### src/logic/imc_pkg.sv
`default_nettype none
package imc_pkg;
  // ==========================================================
  // register map
  localparam logic [7:0] ADDR_CTRL = 8'h00;
  localparam logic [7:0] ADDR_IRQEN = 8'h04;
  localparam logic [7:0] ADDR_STATUS = 8'h08;
  localparam logic [7:0] ADDR_CMD = 8'h0c;
  // ==========================================================
  // control fields
  localparam int CTRL_IDLE_BIT = 0;
  localparam int CTRL_SEL_LO = 1;
  localparam int CTRL_SECEN_BIT = 3;
  localparam int CTRL_GIE_BIT = 7;
  localparam logic [7:0] CTRL_RESET = 8'h00;
  localparam logic [7:0] IRQEN_RESET = 8'h00;
  localparam int CMD_SLEEP_BIT = 0;
  // ==========================================================
  // status fields
  localparam int STAT_PRI_BIT = 0;
  localparam int STAT_SEC_BIT = 1;
  localparam int STAT_CPU_BIT = 2;
  localparam int STAT_PER_BIT = 3;
  localparam int STAT_MODE_LO = 4;
  // ==========================================================
  // primary oscillator configuration codes
  localparam logic [3:0] OSC_XT = 4'h0;
  localparam logic [3:0] OSC_HS = 4'h1;
  localparam logic [3:0] OSC_CRYSTAL_PLL_MODE = 4'h2;
  localparam logic [3:0] OSC_HIGHSPEED_PLL_MODE = 4'h3;
  localparam logic [3:0] OSC_EC = 4'h4;
  // ==========================================================
  // timing counts in core_clk cycles
  localparam int CSD_CYCLES_DEF = 16;
  localparam int OST_CYCLES_DEF = 1024;
  localparam int PLL_CYCLES_DEF = 256;
  localparam int CNT_W = 16;
  // ==========================================================
  // clock sources and controller states
  typedef enum logic [1:0] {
    SRC_PRI = 2'b00,
    SRC_SEC = 2'b01,
    SRC_RC = 2'b10,
    SRC_NONE = 2'b11
  } imc_src_e;
  typedef enum logic [2:0] {
    ST_RESET = 3'b000,
    ST_RUN = 3'b001,
    ST_IDLE = 3'b010,
    ST_SLEEP = 3'b011,
    ST_WAKE = 3'b100
  } imc_state_e;
endpackage : imc_pkg
`default_nettype wire

### src/logic/imc_idle_wake_ctrl.sv
// Function
// - primary idle: cpu clock off, peripherals on primary, primary flag kept
// - primary idle wake: cpu on primary after ready delay, flags kept
// - secondary idle: peripherals on secondary, primary off, flags swap
// - sleep ignored if secondary idle chosen and secondary osc disabled
// - peripheral clocks withheld until secondary oscillator is running
// - secondary idle wake: cpu resumes on secondary after ready delay
// - internal idle: upper select set, lower ignored, primary stopped
// - internal idle wake on rc clock; rc kept if watchdog/fail-safe
// - enabled interrupt with flag set starts exit from idle or sleep
// - irq wake jumps to vector if global enable, else continues
// - every exit from idle or sleep waits the cpu-ready delay, then execution resumes
// - watchdog time-out wakes in idle/sleep, resets in run
// - reset exit held by start-up timer until primary ready
// - two-speed or fail-safe: run on rc until primary ready
// - no start-up timer from primary idle or non-crystal primary
// - sleep wake delay by mode: timer, timer plus lock, or ready delay
// - cpu-ready delay runs concurrently with other start-up delays
// - waking to rc clock continues during rc stabilization
// - idle bit at sleep command picks sleep or matching idle mode
// - sleep stops primary oscillator and clears clock status flags
`timescale 1ns/1ps
`default_nettype none
module imc_idle_wake_ctrl #(
  parameter int IRQ_NUM = 8,
  parameter int CSD_CYCLES = imc_pkg::CSD_CYCLES_DEF,
  parameter int OST_CYCLES = imc_pkg::OST_CYCLES_DEF,
  parameter int PLL_CYCLES = imc_pkg::PLL_CYCLES_DEF
) (
  input wire logic core_clk,
  input wire logic rst,
  input wire logic wb_cyc_i,
  input wire logic wb_stb_i,
  input wire logic wb_we_i,
  input wire logic [7:0] wb_adr_i,
  input wire logic [31:0] wb_dat_i,
  input wire logic [3:0] wb_sel_i,
  output logic wb_ack_o,
  output logic [31:0] wb_dat_o,
  input wire logic [IRQ_NUM-1:0] irqFlag,
  input wire logic wdtTimeout,
  input wire logic secOscRunning,
  input wire logic [3:0] primaryOscConfig,
  input wire logic wdtEnable,
  input wire logic failSafeEnable,
  input wire logic twoSpeedEnable,
  output logic cpuClkEn,
  output logic periphClkEn,
  output logic [1:0] clkSrc,
  output logic primaryOscEn,
  output logic secondaryOscEn,
  output logic internalRcEn,
  output logic wdtResetReq,
  output logic vectorJump,
  output logic resumeNext
);
  // ==========================================================
  // elaboration checks
  generate
    if (IRQ_NUM < 1 || IRQ_NUM > 8) begin : g_bad_irq
      $error("IRQ_NUM must be 1 to 8");
    end
    if (CSD_CYCLES < 1 || OST_CYCLES < 1 || PLL_CYCLES < 1)
    begin : g_bad_cnt
      $error("cycle counts must be at least 1");
    end
    if (OST_CYCLES + PLL_CYCLES > 65535) begin : g_bad_sum
      $error("start-up plus lock count exceeds counter");
    end
  endgenerate

  localparam logic [15:0] CSD_LAST = 16'(CSD_CYCLES - 1);
  localparam logic [15:0] OST_N = 16'(OST_CYCLES);
  localparam logic [15:0] OSTPLL_N = 16'(OST_CYCLES + PLL_CYCLES);

  // ==========================================================
  // declarations
  imc_pkg::imc_state_e state_ff;
  imc_pkg::imc_src_e src_ff;
  imc_pkg::imc_src_e selSrc;
  logic ack_ff;
  logic [31:0] dat_ff;
  logic idleOnSleep_ff;
  logic [1:0] clockSelect_ff;
  logic secOscEnable_ff;
  logic globalIrqEnable_ff;
  logic [IRQ_NUM-1:0] irqEnable_ff;
  logic secMeta_ff;
  logic secSync_ff;
  logic [15:0] priCnt_ff;
  logic [15:0] csdCnt_ff;
  logic priOscEn_ff;
  logic priRun_ff;
  logic secRun_ff;
  logic wakeIrq_ff;
  logic cpuClkEn_ff;
  logic periphClkEn_ff;
  logic [1:0] clkSrc_ff;
  logic intRcEn_ff;
  logic secOscEn_ff;
  logic wdtReset_ff;
  logic vector_ff;
  logic resume_ff;
  logic busReq;
  logic busWr;
  logic sleepCmd;
  logic [15:0] priNeed;
  logic priReady;
  logic csdDone;
  logic irqHit;
  logic wakeEvt;
  logic srcOk;
  logic earlyRc;
  logic [31:0] rdData;

  // ==========================================================
  // combinational decode
  assign busReq = wb_cyc_i && wb_stb_i && !ack_ff;
  assign busWr = busReq && wb_we_i && wb_sel_i[0];
  assign sleepCmd = busWr && (wb_adr_i == imc_pkg::ADDR_CMD) &&
                    wb_dat_i[imc_pkg::CMD_SLEEP_BIT];
  // lower select bit is a don't care once the upper one is set
  assign selSrc = clockSelect_ff[1] ? imc_pkg::SRC_RC :
                  (clockSelect_ff[0] ? imc_pkg::SRC_SEC :
                   imc_pkg::SRC_PRI);
  assign irqHit = |(irqFlag & irqEnable_ff);
  assign wakeEvt = irqHit || wdtTimeout;
  assign earlyRc = twoSpeedEnable || failSafeEnable;
  assign csdDone = (csdCnt_ff >= CSD_LAST);
  assign priReady = priOscEn_ff && (priCnt_ff >= priNeed);

  always_comb begin
    case (primaryOscConfig)
      imc_pkg::OSC_XT, imc_pkg::OSC_HS: priNeed = OST_N;
      imc_pkg::OSC_CRYSTAL_PLL_MODE, imc_pkg::OSC_HIGHSPEED_PLL_MODE: priNeed = OSTPLL_N;
      default: priNeed = 16'h0000;
    endcase
  end

  always_comb begin
    unique case (src_ff)
      imc_pkg::SRC_PRI: srcOk = priReady;
      imc_pkg::SRC_SEC: srcOk = secSync_ff;
      imc_pkg::SRC_RC: srcOk = 1'b1;
      imc_pkg::SRC_NONE: srcOk = 1'b0;
    endcase
  end

  always_comb begin
    rdData = 32'h0000_0000;
    case (wb_adr_i)
      imc_pkg::ADDR_CTRL: begin
        rdData[imc_pkg::CTRL_IDLE_BIT] = idleOnSleep_ff;
        rdData[imc_pkg::CTRL_SEL_LO +: 2] = clockSelect_ff;
        rdData[imc_pkg::CTRL_SECEN_BIT] = secOscEnable_ff;
        rdData[imc_pkg::CTRL_GIE_BIT] = globalIrqEnable_ff;
      end
      imc_pkg::ADDR_IRQEN: rdData[IRQ_NUM-1:0] = irqEnable_ff;
      imc_pkg::ADDR_STATUS: begin
        rdData[imc_pkg::STAT_PRI_BIT] = priRun_ff;
        rdData[imc_pkg::STAT_SEC_BIT] = secRun_ff;
        rdData[imc_pkg::STAT_CPU_BIT] = cpuClkEn_ff;
        rdData[imc_pkg::STAT_PER_BIT] = periphClkEn_ff;
        rdData[imc_pkg::STAT_MODE_LO +: 3] = state_ff;
      end
      default: rdData = 32'h0000_0000;
    endcase
  end

  // ==========================================================
  // wishbone slave, one wait state
  always_ff @(posedge core_clk or posedge rst) begin
    if (rst) begin
      ack_ff <= 1'b0;
      dat_ff <= 32'h0000_0000;
    end else begin
      ack_ff <= busReq;
      if (busReq && !wb_we_i) begin
        dat_ff <= rdData;
      end
    end
  end

  // ==========================================================
  // firmware control bits; wake leaves them untouched
  always_ff @(posedge core_clk or posedge rst) begin
    if (rst) begin
      idleOnSleep_ff <= imc_pkg::CTRL_RESET[imc_pkg::CTRL_IDLE_BIT];
      clockSelect_ff <= imc_pkg::CTRL_RESET[imc_pkg::CTRL_SEL_LO +: 2];
      secOscEnable_ff <= imc_pkg::CTRL_RESET[imc_pkg::CTRL_SECEN_BIT];
      globalIrqEnable_ff <= imc_pkg::CTRL_RESET[imc_pkg::CTRL_GIE_BIT];
      irqEnable_ff <= imc_pkg::IRQEN_RESET[IRQ_NUM-1:0];
    end else if (busWr) begin
      if (wb_adr_i == imc_pkg::ADDR_CTRL) begin
        idleOnSleep_ff <= wb_dat_i[imc_pkg::CTRL_IDLE_BIT];
        clockSelect_ff <= wb_dat_i[imc_pkg::CTRL_SEL_LO +: 2];
        secOscEnable_ff <= wb_dat_i[imc_pkg::CTRL_SECEN_BIT];
        globalIrqEnable_ff <= wb_dat_i[imc_pkg::CTRL_GIE_BIT];
      end
      if (wb_adr_i == imc_pkg::ADDR_IRQEN) begin
        irqEnable_ff <= wb_dat_i[IRQ_NUM-1:0];
      end
    end
  end

  // ==========================================================
  // secondary oscillator running pin synchroniser
  always_ff @(posedge core_clk or posedge rst) begin
    if (rst) begin
      secMeta_ff <= 1'b0;
      secSync_ff <= 1'b0;
    end else begin
      secMeta_ff <= secOscRunning;
      secSync_ff <= secMeta_ff;
    end
  end

  // ==========================================================
  // primary start-up timer and pll lock
  always_ff @(posedge core_clk or posedge rst) begin
    if (rst) begin
      priCnt_ff <= 16'h0000;
    end else if (!priOscEn_ff) begin
      priCnt_ff <= 16'h0000;
    end else if (!priReady) begin
      priCnt_ff <= priCnt_ff + 16'h0001;
    end
  end

  // ==========================================================
  // cpu-ready delay, counted alongside the start-up timer
  always_ff @(posedge core_clk or posedge rst) begin
    if (rst) begin
      csdCnt_ff <= 16'h0000;
    end else if (state_ff != imc_pkg::ST_WAKE) begin
      csdCnt_ff <= 16'h0000;
    end else if (!csdDone) begin
      csdCnt_ff <= csdCnt_ff + 16'h0001;
    end
  end

  // ==========================================================
  // power mode sequencer
  always_ff @(posedge core_clk or posedge rst) begin
    if (rst) begin
      state_ff <= imc_pkg::ST_RESET;
      src_ff <= imc_pkg::SRC_PRI;
      priOscEn_ff <= 1'b1;
      priRun_ff <= 1'b0;
      secRun_ff <= 1'b0;
      wakeIrq_ff <= 1'b0;
      wdtReset_ff <= 1'b0;
      vector_ff <= 1'b0;
      resume_ff <= 1'b0;
    end else begin
      wdtReset_ff <= 1'b0;
      vector_ff <= 1'b0;
      resume_ff <= 1'b0;
      unique case (state_ff)
        imc_pkg::ST_RESET: begin
          if (earlyRc) begin
            state_ff <= imc_pkg::ST_RUN;
            src_ff <= imc_pkg::SRC_RC;
          end else if (priReady) begin
            state_ff <= imc_pkg::ST_RUN;
            priRun_ff <= 1'b1;
          end
        end
        imc_pkg::ST_RUN: begin
          if (wdtTimeout) begin
            wdtReset_ff <= 1'b1;
          end else if (sleepCmd && idleOnSleep_ff) begin
            if (selSrc == imc_pkg::SRC_SEC && !secOscEnable_ff) begin
              state_ff <= imc_pkg::ST_RUN;
            end else begin
              state_ff <= imc_pkg::ST_IDLE;
              src_ff <= selSrc;
              priOscEn_ff <= (selSrc == imc_pkg::SRC_PRI);
              priRun_ff <= (selSrc == imc_pkg::SRC_PRI) &&
                           priReady;
              secRun_ff <= (selSrc == imc_pkg::SRC_SEC);
            end
          end else if (sleepCmd) begin
            state_ff <= imc_pkg::ST_SLEEP;
            src_ff <= imc_pkg::SRC_NONE;
            priOscEn_ff <= 1'b0;
            priRun_ff <= 1'b0;
            secRun_ff <= 1'b0;
          end else if (selSrc == imc_pkg::SRC_PRI) begin
            if (src_ff != imc_pkg::SRC_PRI) begin
              priOscEn_ff <= 1'b1;
              if (priReady) begin
                src_ff <= imc_pkg::SRC_PRI;
                priRun_ff <= 1'b1;
                secRun_ff <= 1'b0;
              end
            end
          end else if (selSrc == imc_pkg::SRC_SEC) begin
            if (src_ff != imc_pkg::SRC_SEC && secOscEnable_ff) begin
              src_ff <= imc_pkg::SRC_SEC;
              priOscEn_ff <= 1'b0;
              priRun_ff <= 1'b0;
              secRun_ff <= 1'b1;
            end
          end else if (src_ff != imc_pkg::SRC_RC) begin
            src_ff <= imc_pkg::SRC_RC;
            priOscEn_ff <= 1'b0;
            priRun_ff <= 1'b0;
            secRun_ff <= 1'b0;
          end
        end
        imc_pkg::ST_IDLE: begin
          // source kept, so the cpu resumes on the idle clock
          if (wakeEvt) begin
            state_ff <= imc_pkg::ST_WAKE;
            wakeIrq_ff <= irqHit;
          end
        end
        imc_pkg::ST_SLEEP: begin
          if (wakeEvt) begin
            state_ff <= imc_pkg::ST_WAKE;
            wakeIrq_ff <= irqHit;
            if (selSrc == imc_pkg::SRC_PRI) begin
              priOscEn_ff <= 1'b1;
              src_ff <= earlyRc ? imc_pkg::SRC_RC :
                        imc_pkg::SRC_PRI;
            end else if (selSrc == imc_pkg::SRC_SEC &&
                         secOscEnable_ff) begin
              src_ff <= imc_pkg::SRC_SEC;
              secRun_ff <= 1'b1;
            end else begin
              src_ff <= imc_pkg::SRC_RC;
            end
          end
        end
        imc_pkg::ST_WAKE: begin
          if (csdDone && (src_ff != imc_pkg::SRC_PRI || priReady))
          begin
            state_ff <= imc_pkg::ST_RUN;
            if (src_ff == imc_pkg::SRC_PRI) begin
              priRun_ff <= 1'b1;
            end
            vector_ff <= wakeIrq_ff && globalIrqEnable_ff;
            resume_ff <= !(wakeIrq_ff && globalIrqEnable_ff);
          end
        end
        default: begin
          state_ff <= imc_pkg::ST_RESET;
        end
      endcase
    end
  end

  // ==========================================================
  // registered clock gates and oscillator enables
  always_ff @(posedge core_clk or posedge rst) begin
    if (rst) begin
      cpuClkEn_ff <= 1'b0;
      periphClkEn_ff <= 1'b0;
      clkSrc_ff <= 2'h0;
      intRcEn_ff <= 1'b0;
      secOscEn_ff <= 1'b0;
    end else begin
      // secondary kept running while it still clocks the core
      secOscEn_ff <= secOscEnable_ff ||
                     (src_ff == imc_pkg::SRC_SEC);
      cpuClkEn_ff <= (state_ff == imc_pkg::ST_RUN) && srcOk;
      periphClkEn_ff <= (state_ff == imc_pkg::ST_RUN ||
                         state_ff == imc_pkg::ST_IDLE ||
                         state_ff == imc_pkg::ST_WAKE) && srcOk;
      clkSrc_ff <= src_ff;
      intRcEn_ff <= (src_ff == imc_pkg::SRC_RC) || wdtEnable ||
                    failSafeEnable;
    end
  end

  // ==========================================================
  // outputs
  assign wb_ack_o = ack_ff;
  assign wb_dat_o = dat_ff;
  assign cpuClkEn = cpuClkEn_ff;
  assign periphClkEn = periphClkEn_ff;
  assign clkSrc = clkSrc_ff;
  assign primaryOscEn = priOscEn_ff;
  assign secondaryOscEn = secOscEn_ff;
  assign internalRcEn = intRcEn_ff;
  assign wdtResetReq = wdtReset_ff;
  assign vectorJump = vector_ff;
  assign resumeNext = resume_ff;
endmodule : imc_idle_wake_ctrl
`default_nettype wire

### config.mk
export PLATFORM = sky130hd
export DESIGN_NAME = imc_idle_wake_ctrl
export DESIGN_NICKNAME = d
export VERILOG_FILES = /design/src/logic/imc_pkg.sv /design/src/logic/imc_idle_wake_ctrl.sv
export SDC_FILE = /design/constraint.sdc
export NUM_CORES = 1
export LEC_CHECK = 0
export BUFFER_PORTS_ARGS = -buffer_cell sky130_fd_sc_hd__buf_4
export CAP_MARGIN = 10
export CORE_ASPECT_RATIO = 0.8
export CORE_UTILIZATION = 37
export DETAILED_ROUTE_END_ITERATION = 8
export HOLD_SLACK_MARGIN = 0.1
export SYNTH_ARGS = -nofsm -noshare
export SYNTH_HDL_FRONTEND = slang
export SYNTH_SLANG_ARGS = --single-unit
### constraint.sdc
create_clock -name core_clk -period 2.8 [get_ports core_clk]
set_input_delay 0.7 -clock core_clk [delete_from_list [all_inputs] [get_ports core_clk]]
set_output_delay 0.7 -clock core_clk [all_outputs]
set_load 0.03 [all_outputs]
==> results of run 1 <==
==> path summary, 6_finish.rpt <==
kind | startpoint | to
min in group core_clk | secMeta_ff$_DFF_PP0_ | secSync_ff$_DFF_PP0_
max | primaryOscConfig[3] | src_ff[0]$_DFFE_PP0P_
max reg2reg | priCnt_ff[8]$_DFFE_PP0P_ | src_ff[0]$_DFFE_PP0P_
min reg2reg | secMeta_ff$_DFF_PP0_ | secSync_ff$_DFF_PP0_
min | rst | vectorJump$_DFF_PP0_
max in group asynchronous | rst | state_ff[2]$_DFFE_PP0P_
==> flip-flops by register name (all words and copies together) (netlist names), 2 cells and up <==
register / cells
csdCnt_ff: 16
priCnt_ff: 16
irqEnable_ff: 8
wb_dat_o: 8
state_ff: 3
clkSrc: 2
clockSelect_ff: 2
src_ff: 2
==> worst max-delay path, cell delays in order <==
cell,delay (ps)
sky130_fd_sc_hd__buf_4,110
sky130_fd_sc_hd__or2_4,230
sky130_fd_sc_hd__nor2_4,80
sky130_fd_sc_hd__ha_2,150
sky130_fd_sc_hd__or2b_1,260
sky130_fd_sc_hd__a2111o_1,470
sky130_fd_sc_hd__o21ai_4,270
sky130_fd_sc_hd__a21oi_2,120
sky130_fd_sc_hd__o211ai_2,230
sky130_fd_sc_hd__mux2_4,310
==> area by class of cell <==
cell class	count	area, sq um	area share
clock inverter	3	42.5	0.00889
tap	140	175	0.0366
sequential	74	1850	0.387
inverter	12	45.0	0.00942
clock buffer	11	233	0.0487
multi-input combinational	281	1860	0.388
timing repair buffer	75	579	0.121
==> what timing repair did <==
item / CTS / global route
resized for setup: 0 / 6
endpoints found under the setup margin: 0 / 7
endpoints found under the hold margin: 0 / 0
==> where the power goes <==
| group | switching [mW] | internal [mW] |
|---|---|---|
| Clock | 0.412 | 0.678 |
| Combinational | 0.384 | 0.274 |
| Sequential | 0.0780 | 1.15 |
==> stage by stage <==
step,instances,hold WS [ps]
after floorplan,407,331
after global placement,582,390
after detailed placement,582,381
after CTS,596,323
after global routing,596,330
final,596,318
==> placed cells by master, fill, tap and decap left out, types with 8 or more instances in the layout <==
| cell | netlist | final |
|---|---|---|
| sky130_fd_sc_hd__buf_4 | 24 | 73 |
| sky130_fd_sc_hd__clkbuf_16 | 0 | 9 |
| sky130_fd_sc_hd__and2_1 | 9 | 9 |
| sky130_fd_sc_hd__o21ai_0 | 16 | 16 |
| sky130_fd_sc_hd__dfrtp_1 | 73 | 73 |
| sky130_fd_sc_hd__nand2_1 | 28 | 28 |
| sky130_fd_sc_hd__nand2b_1 | 9 | 9 |
| sky130_fd_sc_hd__inv_1 | 12 | 11 |
| sky130_fd_sc_hd__nor3_1 | 8 | 8 |
| sky130_fd_sc_hd__mux2_2 | 14 | 14 |
| sky130_fd_sc_hd__mux2i_1 | 9 | 9 |
| sky130_fd_sc_hd__a21oi_1 | 13 | 12 |
| sky130_fd_sc_hd__and3_1 | 13 | 13 |
| sky130_fd_sc_hd__conb_1 | 1 | 24 |
| sky130_fd_sc_hd__nor2_1 | 30 | 29 |
==> cell families after synthesis <==
logic type      count (synthesis)
compound gates                 68
xor+xnor                        9
fa+ha+maj                       5
buf+inv                        52
flops                          74
mux                            25
other cells                     1
simple gates                  150
==> per-layer routing <==
layer,GRT usage,vias to the layer above
met1,0.247,1436
met2,0.238,104
met5,0,-
li1,-,1459
met4,0.0641,0
met3,0.0499,11
==> impl_results.rst, run 1 <==
.. list-table::
   :header-rows: 1

   * - Metric
     - Value
   * - Remaining design rule violation count
     - 0
   * - Number of ports placed on the die boundary
     - 109
   * - Outcome
     - finished clean
   * - Mean Syn Cell Area
     - 10.1 sq um
   * - Cells taking the most area after synthesis
     - sky130_fd_sc_hd__dfrtp_1, sky130_fd_sc_hd__buf_4, sky130_fd_sc_hd__mux2_2, sky130_fd_sc_hd__nor2_1, sky130_fd_sc_hd__nand2_1
   * - Highest metal used
     - met4
   * - Postcts setup bufs
     - 0
   * - Final layout net count
     - 524
   * - Post-Place Worst Slack
     - -308 ps
   * - Simple-gate share of the synthesized area
     - 0.216
   * - Number of endpoints with negative hold slack in the final report
     - 0
   * - FFs w/ async S/R, synth
     - 1.00
   * - Biggest fanout along the worst timing path
     - 8
   * - Count of endpoints failing setup in the final report
     - 0
   * - Synthesized-area fraction occupied by adder cells
     - 0.0161
   * - Number of distinct standard cells referenced by the synthesized netlist
     - 63
   * - Clk_skew
     - 6.51 ps
   * - Maximum achievable frequency
     - 0.368 GHz
   * - Final Util
     - 0.467
   * - Clock-pin slew of the registers on the worst-case setup and hold paths
     - 50 ps
   * - Largest family of logic cells by synthesized area
     - simple AND/OR/NAND/NOR gates
   * - Num Clock Sinks
     - 74
   * - Routed wirelength normalized by instance count
     - 14.4 microns
   * - Clock buffers created by TritonCTS
     - 9
   * - Warning count from the yosys run
     - 0
   * - FF-to-FF path depth
     - 8
   * - Placement-stage cell area
     - 0.00448 sq mm
   * - Met2 wire length
     - 3710 microns
   * - Post-DR vias/cell
     - 5.05
   * - Final cycle utilization of the critical path
     - 0.971
   * - Proportion of synthesized area in mux cells
     - 0.0696
   * - Sum of negative setup slack
     - 0 ps
   * - Final max-slew violation count
     - 0
   * - Placed wire-length estimate after detailed placement
     - 6360 microns
   * - TritonRoute pass-1 iters
     - 4
   * - Gate count of the mapped netlist
     - 384
   * - Power density normalized to cell area
     - 621 mW/mm^2
   * - M1 WL
     - 4230 microns
   * - Commonest register cell after synthesis
     - sky130_fd_sc_hd__dfrtp_1
   * - Num rows
     - 33
   * - Count of filler cells inserted in the layout
     - 1000
   * - Chip Width
     - 117 microns
   * - Violation count after the first detailed-route iteration
     - 169
   * - Routed vias
     - 3010
   * - Aggregate routed wire length
     - 8580 microns
   * - Min Tclk post-route
     - 2720 ps
   * - Top-area cell type share of the netlist area
     - 0.471
   * - Antenna viol nets, final
     - 0
   * - Worst-case clock buffer depth
     - 2
   * - Xor-xnor portion of the synthesized cell area
     - 0.0203
   * - Cts-stage hold buffer count
     - 0
   * - Global-route wire length before repair
     - 14000 microns
   * - LEAKAGE
     - 2.33 nW
   * - Required time of the critical path
     - 3020 ps
   * - CTS tree
     - built
   * - EDFF count, synth
     - 0
   * - Worst Tran Pin Value
     - 582 ps
   * - Mapped Area
     - 0.00388 sq mm
   * - Setup slack of the most critical reg-to-reg path
     - 280 ps
   * - Type of element launching the critical path
     - input pin
   * - Post-route cell area
     - 0.00478 sq mm
   * - Starting utilization of the core area
     - 0.379
   * - Post-synthesis to final-layout area growth
     - 23.2%
   * - Arrival time of data at the critical path endpoint
     - 2940 ps
   * - Gpl congestion
     - 0.884
   * - Port bufs
     - 56
   * - CTS H-Tree Depth
     - 3
   * - Reported max-cap violation count
     - 0
   * - Global-route congestion overflow total
     - 0
   * - Compound-gate portion of the synthesized area
     - 0.126
   * - Most area-hungry cell type in the Yosys netlist
     - sky130_fd_sc_hd__dfrtp_1
   * - Ratio of cells with drive above 1 in the final layout
     - 0.270
   * - Worst-case setup margin in the final layout
     - 79.8 ps
   * - Kind of path behind the tightest hold check
     - in2async
   * - Most common cell in the netlist
     - sky130_fd_sc_hd__dfrtp_1
   * - Largest vdd supply drop
     - 0.321 mV
   * - Maximum number of pins on one net before global-route repair
     - 43
   * - Y dimension of the die
     - 93.6 microns
   * - Relative slew slack
     - 0.612
   * - Proportion of synthesized chip area in sequential cells
     - 0.477
   * - Tot Pwr
     - 2.97 mW
   * - Number of synthesized register bits
     - 74
   * - Antenna violations before repair
     - 0
   * - Total Routing Usage GR
     - 0.171
   * - Vias in the first global route
     - 2748
   * - RSZ-0062 raised after global routing
     - false
   * - Clock latency reported for the late side of the worst-skew pair
     - 340 ps
   * - Die Area
     - 0.0109 sq mm
   * - Critical Setup Path Class
     - in2reg
   * - Critical Path End Type
     - register
   * - Number of diodes
     - 0
   * - Met3 WL
     - 519 microns
   * - CTS root buf
     - sky130_fd_sc_hd__clkbuf_16
   * - Leading post-synthesis cells by instance count
     - sky130_fd_sc_hd__dfrtp_1, sky130_fd_sc_hd__nor2_1, sky130_fd_sc_hd__nand2_1, sky130_fd_sc_hd__buf_4, sky130_fd_sc_hd__o21ai_0
   * - Core region area
     - 0.0102 sq mm
(Power assumes the default switching activity.)
==> run 2, diff against run 1 <==
Settings changed: CORE_UTILIZATION 37 to 50, PLACE_DENSITY set to 0.77.
==> run 2 against run 1 <==
  * Clock-buffer cell count increased by 1
  * Register-to-register slack got worse by 30 ps
  * Cell area decreased by 2.1%
  * Critical path type unchanged
  * Clock power decreased by 5%
  * Hold slack got worse by 13 ps
  * Sequential cell count unchanged
==> impl_results.rst, run 2 (synthesized netlist as in run 1, its figures left out) <==
.. list-table::
   :header-rows: 1

   * - Metric
     - Value
   * - Clock buffers created by TritonCTS
     - 9 (unchanged)
   * - CTS H-Tree Depth
     - 3 (unchanged)
   * - Routed vias
     - 3069 (+2.0%)
   * - Post-synthesis to final-layout area growth
     - 20.7%
   * - Chip Width
     - 101 microns (-14%)
   * - Starting utilization of the core area
     - 0.520 (+0.141)
   * - Y dimension of the die
     - 80.8 microns (-14%)
   * - Number of endpoints with negative hold slack in the final report
     - 0 (unchanged)
   * - Outcome
     - finished clean
   * - CTS root buf
     - sky130_fd_sc_hd__clkbuf_8
   * - Placed wire-length estimate after detailed placement
     - 6230 microns (-2.1%)
   * - RSZ-0062 raised after global routing
     - false
   * - Most frequent cells in the layout
     - sky130_fd_sc_hd__dfrtp_1, sky130_fd_sc_hd__buf_4, sky130_fd_sc_hd__nor2_1
   * - Final layout net count
     - 523 (-0.19%)
   * - Worst Tran Pin Value
     - 550 ps (-32.4 ps)
   * - Power density normalized to cell area
     - 620 mW/mm^2 (about the same)
   * - LEAKAGE
     - 2.31 nW (-0.79%)
   * - Routed wirelength normalized by instance count
     - 15.1 microns (+4.9%)
   * - Global-route congestion overflow total
     - 0 (unchanged)
   * - Vias in the first global route
     - 2822 (+2.7%)
   * - Aggregate routed wire length
     - 8490 microns (-1.0%)
   * - Relative slew slack
     - 0.633 (+0.0216)
   * - TritonRoute pass-1 iters
     - 5 (+1)
   * - Num rows
     - 28 (-15%)
   * - Kind of path behind the tightest hold check
     - in2async
   * - Critical Path End Type
     - register
   * - Number of diodes
     - 0 (unchanged)
   * - Final cycle utilization of the critical path
     - 0.971 (about the same)
   * - Die Area
     - 0.00812 sq mm (-26%)
   * - Maximum achievable frequency
     - 0.368 GHz (about the same)
   * - Antenna violations before repair
     - 0 (unchanged)
   * - Cts-stage hold buffer count
     - 0 (unchanged)
   * - Number of ports placed on the die boundary
     - 109 (unchanged)
   * - Postcts setup bufs
     - 0 (unchanged)
   * - Worst-case clock buffer depth
     - 2 (unchanged)
   * - Ratio of cells with drive above 1 in the final layout
     - 0.267 (-0.00278)
   * - Clk_skew
     - 10.7 ps (+4.16 ps)
   * - Required time of the critical path
     - 3030 ps (about the same)
   * - Post-DR vias/cell
     - 5.46 (+8.1%)
   * - Gpl congestion
     - 0.888 (+0.38%)
   * - Biggest fanout along the worst timing path
     - 7 (-1)
   * - Violation count after the first detailed-route iteration
     - 241 (+43%)
   * - Count of endpoints failing setup in the final report
     - 0 (unchanged)
   * - Clock latency reported for the late side of the worst-skew pair
     - 350 ps (about the same)
   * - Type of element launching the critical path
     - input pin
   * - Clock-pin slew of the registers on the worst-case setup and hold paths
     - 80 ps (+30 ps)
   * - Maximum number of pins on one net before global-route repair
     - 46 (+7.0%)
   * - Arrival time of data at the critical path endpoint
     - 2950 ps (about the same)
   * - Port bufs
     - 56 (unchanged)
   * - Largest registers in the final layout
     - csdCnt_ff (16), priCnt_ff (16)
   * - Final Util
     - 0.628 (+0.161)
   * - Total of cells resized after clock tree synthesis
     - 0 (unchanged)
   * - Remaining design rule violation count
     - 0 (unchanged)
   * - Critical Setup Path Class
     - in2reg
   * - CTS tree
     - built
   * - Antenna viol nets, final
     - 0 (unchanged)
   * - Largest vdd supply drop
     - 0.414 mV (+29%)
   * - Count of placed standard cells including taps
     - 546 (-6.2%)
   * - Core region area
     - 0.00746 sq mm (-27%)
   * - Final max-slew violation count
     - 0 (unchanged)
   * - Global-route wire length before repair
     - 13900 microns (-0.79%)
   * - Reported max-cap violation count
     - 0 (unchanged)
   * - Min Tclk post-route
     - 2720 ps (-1.35 ps)
   * - Number of standard cells in the layout, taps in and fillers out
     - 562 (-5.7%)
   * - Total Routing Usage GR
     - 0.224 (+0.0527)
   * - Num Clock Sinks
     - 74 (unchanged)
[run 2: changes by cell type in the layout (fill, tap and decap cells not counted), sizes merged]
cell    change
buf         -1
bufinv      +2
clkbuf      +1
clkinv      -1
[run 2: path summary, 6_finish.rpt]
kind	from	endpoint	slack, ps	cells past startpoint
worst min-delay path	rst	vectorJump$_DFF_PP0_	310	2
worst max-delay path	primaryOscConfig[3]	src_ff[0]$_DFFE_PP0P_	80	10
worst max register to register	priCnt_ff[11]$_DFFE_PP0P_	src_ff[0]$_DFFE_PP0P_	250	6
max in group asynchronous	rst	primaryOscEn$_DFFE_PP1P_	1900	3
worst min register to register	secMeta_ff$_DFF_PP0_	secSync_ff$_DFF_PP0_	390	0
min in group core_clk	secMeta_ff$_DFF_PP0_	secSync_ff$_DFF_PP0_	390	0
[run 2: power breakdown]
part,leakage (nW),internal (mW),total [mW],switching [mW]
Combinational,1.19,0.263,0.629,0.366
Sequential,0.996,1.14,1.24,0.0966
Clock,0.123,0.641,1.04,0.398
Total,2.31,2.05,2.91,0.860
[run 2: metal layers]
| metal | wire length, microns | vias to the layer above | GRT usage |
|---|---|---|---|
| met1 | 3980 | 1474 | 0.325 |
| met5 | 0 | - | 0 |
| met2 | 3870 | 129 | 0.327 |
| li1 | - | 1454 | - |
| met4 | 103 | 0 | 0.0768 |
| met3 | 540 | 12 | 0.0559 |
[run 2: critical path, cell delays in order]
cell and delay, ps:
sky130_fd_sc_hd__buf_4 100, sky130_fd_sc_hd__or2_4 240, sky130_fd_sc_hd__nor2_1 120, sky130_fd_sc_hd__ha_2 160, sky130_fd_sc_hd__or2b_1 270, sky130_fd_sc_hd__a2111o_1 420
sky130_fd_sc_hd__o21ai_4 280, sky130_fd_sc_hd__a21oi_2 110, sky130_fd_sc_hd__o211ai_2 190, sky130_fd_sc_hd__mux2_1 350
[run 2: final cells by class]
cell class / count / area (sq um)
sequential: 74 / 1850
multi-input combinational: 281 / 1830
inverter: 12 / 45.0
fill: 627 / 2780
tap: 105 / 131
clock buffer: 12 / 155
timing repair buffer: 74 / 568
clock inverter: 4 / 97.6
[run 2: stage by stage]
| stage | hold WS, ps | TNS, ps | cell area, sq um | power [mW] | setup slack (ps) |
|---|---|---|---|---|---|
| final | 305 | 0 | 4680 | 2.91 | 81.2 |
| after global routing | 320 | 0 | 4680 | 3.03 | 14.3 |
| after CTS | 304 | 0 | 4680 | 2.92 | 83.8 |
| after detailed placement | 377 | -3460 | 4430 | 1.88 | -267 |
| after global placement | 375 | -2760 | 4430 | 1.85 | -218 |
| after floorplan | 331 | -6.96 | 3970 | 1.68 | -6.96 |
